--- src/core/isc_pkg.sv ---
package isc_pkg;

  // ----------------------------------------------------------------
  // widths and array geometry
  // ----------------------------------------------------------------
  localparam int PTR_W = 11;
  localparam int ADC_W = 10;
  localparam int ROWS_DEF = 1024;
  localparam int COLS_DEF = 1280;
  localparam int WB_AW = 8;

  // ----------------------------------------------------------------
  // register byte offsets
  // ----------------------------------------------------------------
  localparam logic [WB_AW-1:0] ADR_STATUS = 8'h00;
  localparam logic [WB_AW-1:0] ADR_LAST_ROW = 8'h04;
  localparam logic [WB_AW-1:0] ADR_LAST_COL = 8'h08;
  localparam logic [WB_AW-1:0] ADR_ROW_PTR = 8'h0c;
  localparam logic [WB_AW-1:0] ADR_COL_PTR = 8'h10;
  localparam logic [WB_AW-1:0] ADR_AMP = 8'h14;

  // ----------------------------------------------------------------
  // reset values
  // ----------------------------------------------------------------
  localparam logic [PTR_W-1:0] LAST_ROW_RST = 11'h3ff;
  localparam logic [PTR_W-1:0] LAST_COL_RST = 11'h4ff;

  // ----------------------------------------------------------------
  // field positions
  // ----------------------------------------------------------------
  localparam int ST_EOS_POS = 0;
  localparam int ST_VALID_POS = 3;
  localparam int ST_LR_POS = 6;
  localparam int ST_INV_POS = 7;
  localparam int ROWPTR_LEFT_POS = 16;
  localparam int AMP_GAIN_POS = 0;
  localparam int AMP_OFFS_POS = 4;
  localparam int AMP_FLAG_POS = 8;

  // ----------------------------------------------------------------
  // carriers
  // ----------------------------------------------------------------
  typedef struct packed {
    logic right_row_clock;
    logic right_row_sync_n;
    logic left_row_clock;
    logic left_row_sync_n;
    logic col_clock;
    logic col_sync_n;
    logic left_right_sel;
    logic amp_ext_sel;
    logic [3:0] gain_word;
    logic unity_gain;
    logic fast_cal;
    logic slow_cal;
    logic [3:0] black_offset;
    logic track_hold;
    logic col_cal;
    logic bit_invert;
  } isc_pins_s;

  typedef struct packed {
    logic ext_sel;
    logic [3:0] gain_word;
    logic unity;
    logic fast_cal;
    logic st2_to_dac;
    logic st1_to_out;
    logic [3:0] black_offset;
  } isc_amp_s;

  typedef enum logic [1:0] {
    PTR_PARK,
    PTR_RUN,
    PTR_EOS,
    PTR_DONE
  } isc_ptr_state_e;

endpackage

--- src/core/isc_sync.sv ---
`timescale 1ns/10ps
module isc_sync #(
  parameter int W = 1
) (
  input wire logic clk_i,
  input wire logic rst_i,
  input wire logic [W-1:0] d_i,
  output logic [W-1:0] q_o
);
  import isc_pkg::*;

  logic [W-1:0] meta_r;
  logic [W-1:0] meta_nxt;
  logic [W-1:0] q_r;
  logic [W-1:0] q_nxt;

  // ----------------------------------------------------------------
  // two-stage synchroniser, one per bit
  // ----------------------------------------------------------------
  genvar i;
  generate
    for (i = 0; i < W; i++) begin : g_bit
      always_comb begin
        meta_nxt[i] = d_i[i];
        q_nxt[i] = meta_r[i];
      end
    end
  endgenerate

  always_ff @(posedge clk_i) begin
    if (rst_i) begin
      meta_r <= '0;
      q_r <= '0;
    end else begin
      meta_r <= meta_nxt;
      q_r <= q_nxt;
    end
  end

  assign q_o = q_r;
endmodule

--- src/core/isc_scan_ptr.sv ---
`timescale 1ns/10ps
module isc_scan_ptr #(
  parameter int W = 11
) (
  input wire logic clk_i,
  input wire logic rst_i,
  input wire logic fall_i,
  input wire logic sync_n_i,
  input wire logic [W-1:0] last_i,
  output logic [W-1:0] ptr_o,
  output logic valid_o,
  output logic eos_n_o
);
  import isc_pkg::*;

  isc_ptr_state_e st_r;
  isc_ptr_state_e st_nxt;
  logic [W-1:0] ptr_r;
  logic [W-1:0] ptr_nxt;
  logic eos_n_r;
  logic eos_n_nxt;

  always_comb begin
    st_nxt = st_r;
    ptr_nxt = ptr_r;
    eos_n_nxt = eos_n_r;
    if (!sync_n_i) begin
      st_nxt = PTR_PARK;
      ptr_nxt = '0;
      eos_n_nxt = 1'b1;
    end else if (fall_i) begin
      case (st_r)
        PTR_PARK: begin
          st_nxt = PTR_RUN;
          ptr_nxt = '0;
        end
        PTR_RUN: begin
          if (ptr_r == last_i) begin
            st_nxt = PTR_EOS;
            eos_n_nxt = 1'b0;
          end else begin
            ptr_nxt = ptr_r + 1'b1;
          end
        end
        PTR_EOS: begin
          // end-of-scan lasts exactly one pin-clock period
          st_nxt = PTR_DONE;
          eos_n_nxt = 1'b1;
        end
        PTR_DONE: st_nxt = PTR_DONE;
        default: st_nxt = PTR_PARK;
      endcase
    end
  end

  always_ff @(posedge clk_i) begin
    if (rst_i) begin
      st_r <= PTR_PARK;
      ptr_r <= '0;
      eos_n_r <= 1'b1;
    end else begin
      st_r <= st_nxt;
      ptr_r <= ptr_nxt;
      eos_n_r <= eos_n_nxt;
    end
  end

  assign ptr_o = ptr_r;
  assign valid_o = (st_r == PTR_RUN);
  assign eos_n_o = eos_n_r;
endmodule

--- src/core/isc_ctrl_top.sv ---
// The Wishbone interface to the registers and the address map were decided locally.
`timescale 1ns/10ps
// Functional notes
// pointers advance on falling edges of their own pin clocks
// right row sync low holds the right row pointer in reset
// column sync low holds the column pointer in reset
// right row end-of-scan low for first right clock after last row
// left row end-of-scan low for first left clock after last row
// column end-of-scan low for first column clock after last column
// input select high routes external input, low the imager core
// four gain pins form one word, first pin least significant
// unity gain high overrides the gain word
// fast dark calibration runs while its input is high
// slow calibration low: cap and inverting input; high: dac and output
// four offset pins form the black level word, bit 3 most significant
// column sample holds while track/hold is high, tracks when low
// column amplifiers calibrate while column calibration is high
// bit inversion high inverts the digital output word
// left/right select chooses readout versus shutter row pointer
// controller sets exposure by delay between the two row syncs
// controller keeps row clock running between frames for shutter
// released pointer selects first line on next falling clock edge
// controller keeps gain, offset and selects stable during lines
module isc_ctrl_top #(
  parameter int ROWS = isc_pkg::ROWS_DEF,
  parameter int COLS = isc_pkg::COLS_DEF
) (
  input wire logic clk_i,
  input wire logic rst_i,
  input wire logic wb_cyc_i,
  input wire logic wb_stb_i,
  input wire logic wb_we_i,
  input wire logic [isc_pkg::WB_AW-1:0] wb_adr_i,
  input wire logic [3:0] wb_sel_i,
  input wire logic [31:0] wb_dat_i,
  output logic [31:0] wb_dat_o,
  output logic wb_ack_o,
  input wire isc_pkg::isc_pins_s pins_i,
  input wire logic [isc_pkg::ADC_W-1:0] adc_word_i,
  output logic right_row_end_of_scan_n_o,
  output logic left_row_end_of_scan_n_o,
  output logic col_end_of_scan_n_o,
  output logic [isc_pkg::PTR_W-1:0] right_row_ptr_o,
  output logic [isc_pkg::PTR_W-1:0] left_row_ptr_o,
  output logic [isc_pkg::PTR_W-1:0] col_ptr_o,
  output logic [isc_pkg::PTR_W-1:0] readout_row_o,
  output logic [isc_pkg::PTR_W-1:0] shutter_row_o,
  output logic readout_row_valid_o,
  output logic shutter_row_valid_o,
  output logic col_valid_o,
  output isc_pkg::isc_amp_s amp_o,
  output logic col_hold_o,
  output logic col_cal_o,
  output logic [isc_pkg::ADC_W-1:0] data_word_o
);
  import isc_pkg::*;

  // ----------------------------------------------------------------
  // declarations
  // ----------------------------------------------------------------
  localparam logic [PTR_W-1:0] LAST_ROW_DEF = PTR_W'(ROWS - 1);
  localparam logic [PTR_W-1:0] LAST_COL_DEF = PTR_W'(COLS - 1);

  isc_pins_s pins_s;
  logic [2:0] clk_now;
  logic [2:0] clk_prev_r;
  logic [2:0] clk_prev_nxt;
  logic [2:0] fall;

  logic [PTR_W-1:0] r_ptr;
  logic [PTR_W-1:0] l_ptr;
  logic [PTR_W-1:0] c_ptr;
  logic r_valid;
  logic l_valid;
  logic c_valid;
  logic r_eos_n;
  logic l_eos_n;
  logic c_eos_n;

  logic [PTR_W-1:0] last_row_r;
  logic [PTR_W-1:0] last_row_nxt;
  logic [PTR_W-1:0] last_col_r;
  logic [PTR_W-1:0] last_col_nxt;
  logic ack_r;
  logic ack_nxt;
  logic [31:0] rdat_r;
  logic [31:0] rdat_nxt;
  logic [31:0] rd_mux;
  logic wr_take;

  isc_amp_s amp_r;
  isc_amp_s amp_nxt;
  logic hold_r;
  logic hold_nxt;
  logic cal_r;
  logic cal_nxt;
  logic [ADC_W-1:0] data_r;
  logic [ADC_W-1:0] data_nxt;
  logic [PTR_W-1:0] rd_row_r;
  logic [PTR_W-1:0] rd_row_nxt;
  logic [PTR_W-1:0] sh_row_r;
  logic [PTR_W-1:0] sh_row_nxt;
  logic rd_valid_r;
  logic rd_valid_nxt;
  logic sh_valid_r;
  logic sh_valid_nxt;

  // ----------------------------------------------------------------
  // pin synchronisers
  // ----------------------------------------------------------------
  // every pin from the sequencer is asynchronous to clk_i
  isc_sync #(
    .W($bits(isc_pins_s))
  ) u_pin_sync (
    .clk_i(clk_i),
    .rst_i(rst_i),
    .d_i(pins_i),
    .q_o(pins_s)
  );

  // ----------------------------------------------------------------
  // falling edge detect on pin clocks
  // ----------------------------------------------------------------
  // pin clocks must stay well below clk_i/4 for edges to be seen
  assign clk_now = {pins_s.col_clock, pins_s.left_row_clock, pins_s.right_row_clock};

  always_comb begin
    clk_prev_nxt = clk_now;
  end

  always_ff @(posedge clk_i) begin
    if (rst_i) begin
      clk_prev_r <= '0;
    end else begin
      clk_prev_r <= clk_prev_nxt;
    end
  end

  // falling edge strobe
  assign fall = clk_prev_r & ~clk_now;

  // ----------------------------------------------------------------
  // pointer registers
  // ----------------------------------------------------------------
  // right row pointer
  isc_scan_ptr #(
    .W(PTR_W)
  ) u_right_row (
    .clk_i(clk_i),
    .rst_i(rst_i),
    .fall_i(fall[0]),
    .sync_n_i(pins_s.right_row_sync_n),
    .last_i(last_row_r),
    .ptr_o(r_ptr),
    .valid_o(r_valid),
    .eos_n_o(r_eos_n)
  );

  // left row pointer, same row geometry
  isc_scan_ptr #(
    .W(PTR_W)
  ) u_left_row (
    .clk_i(clk_i),
    .rst_i(rst_i),
    .fall_i(fall[1]),
    .sync_n_i(pins_s.left_row_sync_n),
    .last_i(last_row_r),
    .ptr_o(l_ptr),
    .valid_o(l_valid),
    .eos_n_o(l_eos_n)
  );

  // column pointer
  isc_scan_ptr #(
    .W(PTR_W)
  ) u_col (
    .clk_i(clk_i),
    .rst_i(rst_i),
    .fall_i(fall[2]),
    .sync_n_i(pins_s.col_sync_n),
    .last_i(last_col_r),
    .ptr_o(c_ptr),
    .valid_o(c_valid),
    .eos_n_o(c_eos_n)
  );

  // ----------------------------------------------------------------
  // readout / shutter steering
  // ----------------------------------------------------------------
  always_comb begin
    // select high swaps roles
    if (pins_s.left_right_sel) begin
      rd_row_nxt = l_ptr;
      rd_valid_nxt = l_valid;
      sh_row_nxt = r_ptr;
      sh_valid_nxt = r_valid;
    end else begin
      rd_row_nxt = r_ptr;
      rd_valid_nxt = r_valid;
      sh_row_nxt = l_ptr;
      sh_valid_nxt = l_valid;
    end
  end

  always_ff @(posedge clk_i) begin
    if (rst_i) begin
      rd_row_r <= '0;
      sh_row_r <= '0;
      rd_valid_r <= 1'b0;
      sh_valid_r <= 1'b0;
    end else begin
      rd_row_r <= rd_row_nxt;
      sh_row_r <= sh_row_nxt;
      rd_valid_r <= rd_valid_nxt;
      sh_valid_r <= sh_valid_nxt;
    end
  end

  // ----------------------------------------------------------------
  // amplifier, column and data path controls
  // ----------------------------------------------------------------
  always_comb begin
    // input select
    amp_nxt.ext_sel = pins_s.amp_ext_sel;
    // gain word
    amp_nxt.gain_word = pins_s.gain_word;
    // unity overrides gain
    amp_nxt.unity = pins_s.unity_gain;
    // fast dark calibration
    amp_nxt.fast_cal = pins_s.fast_cal;
    // slow calibration switches
    amp_nxt.st2_to_dac = pins_s.slow_cal;
    amp_nxt.st1_to_out = pins_s.slow_cal;
    // black offset word
    amp_nxt.black_offset = pins_s.black_offset;
    // hold when high
    hold_nxt = pins_s.track_hold;
    // column calibration
    cal_nxt = pins_s.col_cal;
    // output inversion
    data_nxt = pins_s.bit_invert ? ~adc_word_i : adc_word_i;
  end

  always_ff @(posedge clk_i) begin
    if (rst_i) begin
      amp_r <= '0;
      hold_r <= 1'b0;
      cal_r <= 1'b0;
      data_r <= '0;
    end else begin
      amp_r <= amp_nxt;
      hold_r <= hold_nxt;
      cal_r <= cal_nxt;
      data_r <= data_nxt;
    end
  end

  // ----------------------------------------------------------------
  // wishbone slave
  // ----------------------------------------------------------------
  // write lands on the edge where the master sees ack
  assign wr_take = wb_cyc_i & wb_stb_i & wb_we_i & ack_r;

  always_comb begin
    rd_mux = '0;
    case (wb_adr_i)
      ADR_STATUS: begin
        rd_mux[ST_EOS_POS +: 3] = {c_eos_n, l_eos_n, r_eos_n};
        rd_mux[ST_VALID_POS +: 3] = {c_valid, l_valid, r_valid};
        rd_mux[ST_LR_POS] = pins_s.left_right_sel;
        rd_mux[ST_INV_POS] = pins_s.bit_invert;
      end
      ADR_LAST_ROW: rd_mux[PTR_W-1:0] = last_row_r;
      ADR_LAST_COL: rd_mux[PTR_W-1:0] = last_col_r;
      ADR_ROW_PTR: begin
        rd_mux[PTR_W-1:0] = r_ptr;
        rd_mux[ROWPTR_LEFT_POS +: PTR_W] = l_ptr;
      end
      ADR_COL_PTR: rd_mux[PTR_W-1:0] = c_ptr;
      ADR_AMP: begin
        rd_mux[AMP_GAIN_POS +: 4] = amp_r.gain_word;
        rd_mux[AMP_OFFS_POS +: 4] = amp_r.black_offset;
        rd_mux[AMP_FLAG_POS +: 5] = {amp_r.st1_to_out, amp_r.fast_cal,
                                     amp_r.unity, amp_r.ext_sel, hold_r};
      end
      // unmapped addresses read zero and still ack
      default: rd_mux = '0;
    endcase
  end

  always_comb begin
    ack_nxt = wb_cyc_i & wb_stb_i & ~ack_r;
    rdat_nxt = ack_nxt ? rd_mux : rdat_r;
    last_row_nxt = last_row_r;
    last_col_nxt = last_col_r;
    if (wr_take && wb_adr_i == ADR_LAST_ROW) begin
      if (wb_sel_i[0]) begin
        last_row_nxt[7:0] = wb_dat_i[7:0];
      end
      if (wb_sel_i[1]) begin
        last_row_nxt[PTR_W-1:8] = wb_dat_i[PTR_W-1:8];
      end
    end
    if (wr_take && wb_adr_i == ADR_LAST_COL) begin
      if (wb_sel_i[0]) begin
        last_col_nxt[7:0] = wb_dat_i[7:0];
      end
      if (wb_sel_i[1]) begin
        last_col_nxt[PTR_W-1:8] = wb_dat_i[PTR_W-1:8];
      end
    end
  end

  always_ff @(posedge clk_i) begin
    if (rst_i) begin
      ack_r <= 1'b0;
      rdat_r <= '0;
      last_row_r <= LAST_ROW_DEF;
      last_col_r <= LAST_COL_DEF;
    end else begin
      ack_r <= ack_nxt;
      rdat_r <= rdat_nxt;
      last_row_r <= last_row_nxt;
      last_col_r <= last_col_nxt;
    end
  end

  // ----------------------------------------------------------------
  // outputs
  // ----------------------------------------------------------------
  assign wb_ack_o = ack_r;
  assign wb_dat_o = rdat_r;
  // end-of-scan pins
  assign right_row_end_of_scan_n_o = r_eos_n;
  assign left_row_end_of_scan_n_o = l_eos_n;
  assign col_end_of_scan_n_o = c_eos_n;
  assign right_row_ptr_o = r_ptr;
  assign left_row_ptr_o = l_ptr;
  assign col_ptr_o = c_ptr;
  assign readout_row_o = rd_row_r;
  assign shutter_row_o = sh_row_r;
  assign readout_row_valid_o = rd_valid_r;
  assign shutter_row_valid_o = sh_valid_r;
  assign col_valid_o = c_valid;
  assign amp_o = amp_r;
  assign col_hold_o = hold_r;
  assign col_cal_o = cal_r;
  assign data_word_o = data_r;
endmodule

--- config.mk ---
export PLATFORM = sky130hd
export DESIGN_NAME = isc_ctrl_top
export DESIGN_NICKNAME = d
export VERILOG_FILES = /design/src/core/isc_pkg.sv /design/src/core/isc_sync.sv /design/src/core/isc_scan_ptr.sv /design/src/core/isc_ctrl_top.sv
export SDC_FILE = /design/constraint.sdc
export NUM_CORES = 1
export LEC_CHECK = 0
export BUFFER_PORTS_ARGS = -buffer_cell sky130_fd_sc_hd__buf_4
export CAP_MARGIN = 10
export CORE_MARGIN = 2
export CORE_UTILIZATION = 57
export DETAILED_ROUTE_END_ITERATION = 12
export PLACE_DENSITY_LB_ADDON = 0.3
export SLEW_MARGIN = 5
export SYNTH_ARGS = -nofsm -noshare
export SYNTH_HDL_FRONTEND = slang
export SYNTH_SLANG_ARGS = --single-unit
--- constraint.sdc ---
create_clock -name clk_i -period 3.93 [get_ports clk_i]
set_input_delay 0.1965 -clock clk_i [delete_from_list [all_inputs] [get_ports clk_i]]
set_output_delay 0.1965 -clock clk_i [all_outputs]
set_load 0.03 [all_outputs]
==> impl_metrics.csv, run 1 <==
group,metric,value,unit
outcome,status,"finished clean",
worst_setup_path,cp-end-kind,"register",
run,max-cap-violations,0,
cts,cts_sinks,184,
cts,post_cts_buffers,0,
worst_setup_path,crit_path_max_incr_delay,610,ps
pwr,power.leakage,3.92,nW
min_path,min_path_type,"in2reg",
yosys,ys_types,72,
drt,drt_iter0_drc,797,
timing,finalCriticalPeriod,2240,ps
cts,root_buffer,"clkbuf_16",
worst_setup_path,worstPathArrival,2570,ps
worst_setup_path,crit_family,"simple AND/OR/NAND/NOR gates",
global_routing,globalRouteMet3Util,0.0606,
yosys,synth_seq_area_share,0.469,
timing,timing.final.max_slew_violations,0,
yosys,synth-xor-area-share,0.0491,
die,initial_utilization,0.589,
cts,cts_buffers,17,
drt,routed_wl,21600,µm
worst_setup_path,crit_type,"reg2reg",
cts,ctsHoldBuffers,35,
yosys,synth_compound_area_frac,0.135,
worst_setup_path,cp_cell_sequence,"xnor2_1 -> nand4_1 -> nor3_4 -> nand3_1 -> a221o_1",
timing,finalHoldViolations,0,
global_routing,groute.usage.overall,0.293,
yosys,async_flop_share,0,
drt,wire_per_inst,18.0,µm
pwr,ir_drop,0.000332,V
yosys,synthFlopType,"dfxtp_1",
yosys,avgSynthCellArea,9.21,µm²
finish,most-common-layout-cells,"dfxtp_1, buf_4, nor2b_1",
timing,finClkSkew,6.14,ps
die,dieHeight,121,µm
place,hpwl,14300,µm
place,portBuffers,168,
pwr,powerDensity,392,mW/mm²
global_routing,grt_max_degree,85,
yosys,muxShareOfSynthArea,0.0451,
yosys,postSynthCellCount,853,
global_routing,use_met2,0.470,
drt,drc_errors,0,
finish,syn_to_final_growth,26.4,%
worst_setup_path,startpoint_type,"register",
min_path,holdPathStages,3,
timing,layout_worst_path_cycle_share,0.571,
yosys,ys_ff_latch,184,
finish,final_area,0.00993,mm²
worst_setup_path,r2r-end,"u_left_row.eos_n_o",
global_routing,antenna_found_initial,1,
timing,max_freq,0.446,GHz
cts,clock_path_buffers,2,
die,core,0.0133,mm²
yosys,synth-edff-count,0,
die,dieArea,0.0147,mm²
global_routing,grt_pass1_wl,33400,µm
yosys,synth_top_family_by_area,"simple AND/OR/NAND/NOR gates",
worst_setup_path,worst-path-buf-inv,0,
yosys,syn_area,0.00786,mm²
cts,htree_levels,4,
finish,layout_commonest_cell,"dfxtp_1",
cts,clk_latency,430,ps
global_routing,grt.busiest_layer,"met2",
worst_setup_path,critPathSlowestCell,"dfxtp_1",
worst_setup_path,rr_worst_depth,5,
timing,setup_viol,0,
die,ios,200,
global_routing,met1_usage,0.389,
yosys,synth_adder_area_share,0.00478,
cts,clk_pin_slew,70,ps
drt,detail-route-antenna-nets,0,
worst_setup_path,regToRegSetupSlack,1690,ps
drt,vias,6986,
timing,finalSetupTns,0,ps
place,gp_congestion,0.932,
finish,layoutNonFillerInstCount,1203,
die,die_x,121,µm
finish,layout.nets,1097,
global_routing,overflow,0,
worst_setup_path,reg2reg_from,"u_left_row.ptr_o[2]",
global_routing,grt_pass1_vias,6329,
pwr,power,3.89,mW
finish,drive_gt1_frac,0.218,
drt,drtPass1Iterations,6,
timing,worst_pin_slew,878,ps
min_path,min_from,"adc_word_i[8]",
min_path,worstHoldEndpoint,"data_word_o[8]",
place,dpl.cell_count,1134,
worst_setup_path,crit_fanout,19,
die,rows,42,
yosys,synth_warnings,0,
timing,relSlewSlack,0.413,
cts,cts_tree,"done",
yosys,yosys.area_share.simple,0.239,
place,placed_area,0.00899,mm²
drt,avgViaCountPerCell,5.81,
cts,cts.repair.resized,0,
worst_setup_path,required,4250,ps
timing,rsz0062_at_grt,"no",
[through the flow]
stage          worst slack [ps]  utilization  hold slack, ps
3_5_place_dp               1470        0.673             411
2_1_floorplan              1800            -             314
5_1_grt                    1460        0.744            17.4
6_report                   1690        0.744            7.76
4_1_cts                    1740        0.743            2.71
3_3_place_gp               1490        0.673             407
[cell usage after synthesis (4+ instances only)]
master / n / share of area
xor2_1: 8 / 0.0089
clkbuf_8: 6 / 0.011
o221ai_1: 4 / 0.0045
nand3_1: 39 / 0.025
clkbuf_1: 39 / 0.019
and3_1: 11 / 0.0088
nand4_1: 18 / 0.014
o21ai_0: 30 / 0.019
xnor2_1: 36 / 0.040
nor2b_1: 90 / 0.072
o211ai_1: 11 / 0.011
o31ai_1: 9 / 0.0086
buf_2: 11 / 0.0070
nand3b_1: 4 / 0.0038
mux2i_1: 32 / 0.041
buf_4: 15 / 0.014
or4_1: 5 / 0.0048
a211o_1: 15 / 0.017
nor2_1: 79 / 0.038
a22oi_1: 15 / 0.014
a211oi_1: 5 / 0.0048
a31oi_1: 4 / 0.0032
nor3_1: 13 / 0.0083
nor4b_1: 4 / 0.0045
or3_1: 5 / 0.0040
dfxtp_1: 184 / 0.47
inv_1: 12 / 0.0057
nand2_1: 47 / 0.022
a21oi_1: 30 / 0.019
[tightest hold or removal path, stage by stage]
cell and delay [ps]:
buf_4 80, xnor2_1 50, nor2_1 70
[layer usage]
| metal | wire (µm) | vias to the layer above | part of all wire |
|---|---|---|---|
| met5 | 0 | - | 0 |
| met4 | 570 | 0 | 0.026 |
| met3 | 1920 | 53 | 0.089 |
| met2 | 10200 | 370 | 0.47 |
| met1 | 8920 | 3272 | 0.41 |
| li1 | - | 3291 | - |
[cells by family (layout without fill, tap and decap cells)]
group / count (synthesis) / after routing
AOI/OAI and AO/OA: 153 / 153
xor gates and xnor gates: 44 / 44
adders and majority gates: 3 / 3
buffers and inverters: 87 / 253
DFF: 184 / 184
muxes: 34 / 34
other: 1 / 9
and+or+nand+nor: 347 / 347
[state kept, by name, summed over array words and instances, names as in the netlist, 12 cells and up]
signal and cells:
u_pin_sync.q_o 22, amp_o 12, u_pin_sync.meta_r 22, wb_dat_o 24
[where the power goes]
group          total, mW  internal [mW]  switching [mW]  leakage, nW
Clock               1.69          0.912           0.774        0.293
Combinational      0.282          0.127           0.155         2.12
Sequential          1.92           1.90          0.0190         1.50
[how the worst max path moves through the flow]
stage | startpoint | end | slack [ps] | depth (start not counted)
after floorplan | u_right_row.ptr_o[6] | u_right_row.eos_n_o | 1800 | 7
after global placement | wb_adr_i[5] | last_col_r[6] | 1490 | 6
after detailed placement | wb_adr_i[5] | last_col_r[2] | 1470 | 6
after CTS | u_left_row.ptr_o[2] | u_left_row.eos_n_o | 1740 | 5
after global routing | u_pin_sync.q_o[20] | u_right_row.ptr_o[10] | 1460 | 5
final | u_left_row.ptr_o[2] | u_left_row.eos_n_o | 1690 | 5
[cell type report]
type,instances,area [µm²]
well taps,176,220
repair buffers,209,1660
multi-input cells,589,3740
fillers,980,3420
clock buffers,18,439
flip-flops and latches,184,3680
inverters,12,45.0
diodes,1,2.50
clock inverters,14,139
No activity file was read; power rests on OpenSTA's default activity.
==> run 2, diff against run 1 <==
- ABC_AREA: unset -> 1
- CORE_UTILIZATION: 57 -> 48
- clock period: 3.93 -> 1.93 ns (I/O delays scaled with it)
==> impl_metrics.csv, run 2 <==
group,metric,value,unit
worst_setup_path,r2r-end,"u_col.ptr_o[6]",
place,gp_congestion,0.926,
finish,layout_commonest_cell,"nand2_1",
min_path,worstHoldEndpoint,"last_row_r[10]",
pwr,share_comb_of_total_power,0.084,
finish,largest_register_ffs,24,
pwr,ir_drop,0.000658,V
timing,finClkSkew,7.13,ps
yosys,synth_top_area_frac,0.456,
finish,layout.nets,1442,
die,initial_utilization,0.489,
drt,drtPass1Iterations,6,
global_routing,groute.usage.overall,0.266,
finish,layoutNonFillerInstCount,1591,
cts,post_cts_buffers,0,
worst_setup_path,regToRegSetupSlack,190,ps
pwr,clkPwrFrac,0.421,
global_routing,overflow,0,
yosys,synth_warnings,0,
finish,final_area,0.0108,mm²
place,portBuffers,168,
die,dieHeight,134,µm
finish,drive_gt1_frac,0.206,
yosys,async_flop_share,0,
pwr,switching_share,0.239,
place,placed_area,0.00974,mm²
yosys,avgSynthCellArea,7.18,µm²
yosys,postSynthCellCount,1125,
die,ios,200,
worst_setup_path,worstPathArrival,2100,ps
drt,routed_wl,23900,µm
cts,cts_sinks,184,
global_routing,grt_max_degree,92,
outcome,status,"finished clean",
timing,rsz0062_at_grt,"no",
worst_setup_path,cp-end-kind,"register",
finish,syn_to_final_growth,33.2,%
pwr,power,7.96,mW
drt,vias,8011,
worst_setup_path,crit_fanout,7,
worst_setup_path,crit_type,"reg2reg",
drt,avgViaCountPerCell,5.04,
cts,clk_pin_slew,70,ps
pwr,power.internal,6.06,mW
place,dpl.cell_count,1515,
yosys,ys_ff_latch,184,
yosys,synthFlopType,"dfxtp_1",
die,rows,47,
timing,max_freq,0.575,GHz
timing,worst_pin_slew,652,ps
place,hpwl,17100,µm
cts,clock_path_buffers,2,
worst_setup_path,rr_worst_depth,8,
yosys,yosysMostFrequentCell,"nand2_1",
cts,cts_buffers,17,
cts,htree_levels,4,
yosys,yosysTopAreaCell,"dfxtp_1",
pwr,p_sw,1.90,mW
yosys,yosys-top-cells-area,"dfxtp_1, nand2_1, nor2_1",
timing,finalSetupTns,0,ps
global_routing,grt_pass1_vias,7273,
global_routing,antenna_found_initial,0,
worst_setup_path,reg2reg_from,"u_col.ptr_o[0]",
pwr,powerDensity,741,mW/mm²
yosys,synth_seq_area_share,0.456,
cts,clk_latency,430,ps
die,dieArea,0.0179,mm²
drt,drc_errors,0,
timing,setup_viol,0,
min_path,min_from,"wb_sel_i[1]",
pwr,power.leakage,4.88,nW
finish,antenna_cells,0,
run,max-cap-violations,0,
min_path,holdPathStages,3,
timing,fin_hold_ws,36.3,ps
worst_setup_path,required,2290,ps
yosys,synthTopCellsByCount,"nand2_1, dfxtp_1, nor2_1",
yosys,ys_types,37,
die,core,0.0165,mm²
timing,relSlewSlack,0.565,
cts,root_buffer,"clkbuf_16",
timing,finalHoldViolations,0,
finish,most-common-layout-cells,"nand2_1, buf_4, dfxtp_1",
global_routing,grt_pass1_wl,37300,µm
timing,layout_worst_path_cycle_share,0.901,
timing,timing.final.max_slew_violations,0,
die,die_x,134,µm
yosys,syn_area,0.00807,mm²
drt,detail-route-antenna-nets,0,
pwr,power_frac_seq,0.494,
cts,cts_tree,"done",
timing,finalCriticalPeriod,1740,ps
drt,wire_per_inst,15.1,µm
drt,drt_iter0_drc,700,
yosys,synth-edff-count,0,
worst_setup_path,startpoint_type,"register",
min_path,min_path_type,"in2reg",
## run 2: power groups by stage
| stage | Sequential (mW) | Clock (mW) | Combinational, mW |
|---|---|---|---|
| global placement | 4.02 | 0 | 0.584 |
| CTS | 3.94 | 3.38 | 0.665 |
| finish | 3.94 | 3.36 | 0.670 |
| detailed placement | 4.02 | 0 | 0.592 |
| global route | 3.94 | 3.56 | 0.724 |
| floorplan | 4.12 | 0 | 0.248 |
## run 2: cell type report
cell class	instances	area [µm²]
sequential	184	3680
tap	220	275
clock inverter	10	91.3
timing repair buffer	265	2110
multi-input combinational	727	3500
fill	1422	5770
clock buffer	22	474
inverter	163	612
## run 2: layer usage
metal | global-route usage | vias to the layer above | share of wire
li1 | - | 3985 | -
met2 | 0.455 | 377 | 0.48
met5 | 0 | - | 0
met4 | 0.0851 | 0 | 0.027
met3 | 0.0635 | 62 | 0.088
met1 | 0.331 | 3587 | 0.40
## run 2: per-stage QoR
step	setup WS, ps	util
final	190	0.651
after global routing	42.9	0.651
after CTS	206	0.650
after detailed placement	233	0.589
after global placement	304	0.589
after floorplan	226	-
## run 2: worst max path at each step
stage,endpoint,slack [ps],from,cells after the start
floorplan,u_col.ptr_o[0],230,u_col.st_r[0],7
global placement,u_col.ptr_o[8],300,u_col.ptr_o[0],8
detailed placement,u_col.ptr_o[8],230,u_col.ptr_o[0],8
CTS,u_col.ptr_o[8],210,u_col.ptr_o[0],8
global route,u_col.ptr_o[10],40,u_col.ptr_o[0],8
finish,u_col.ptr_o[6],190,u_col.ptr_o[0],8
## run 2: critical path, stage by stage, from the launching register on
cell and delay [ps]:
dfxtp_1 500, ha_1 240, nand3_1 100, nor2_1 240, nand2_1 100, xor2_1 150, nor2_1 80, nand3_1 80
a21oi_1 160
## run 2: what timing repair did
| action | CTS | global route |
|---|---|---|
| resized for setup | 0 | 1 |
| endpoints found under the setup margin | 0 | 1 |
| hold buffers | 44 | 0 |
| endpoints found under the hold margin | 54 | 0 |
## run 2: logic make-up after synthesis
logic type,synth area share
xor gates and xnor gates,0.0401
adders and majority gates,0.00465
other,0.000465
AOI/OAI and AO/OA,0.0975
and+or+nand+nor,0.287
DFF,0.456
buffers and inverters,0.114
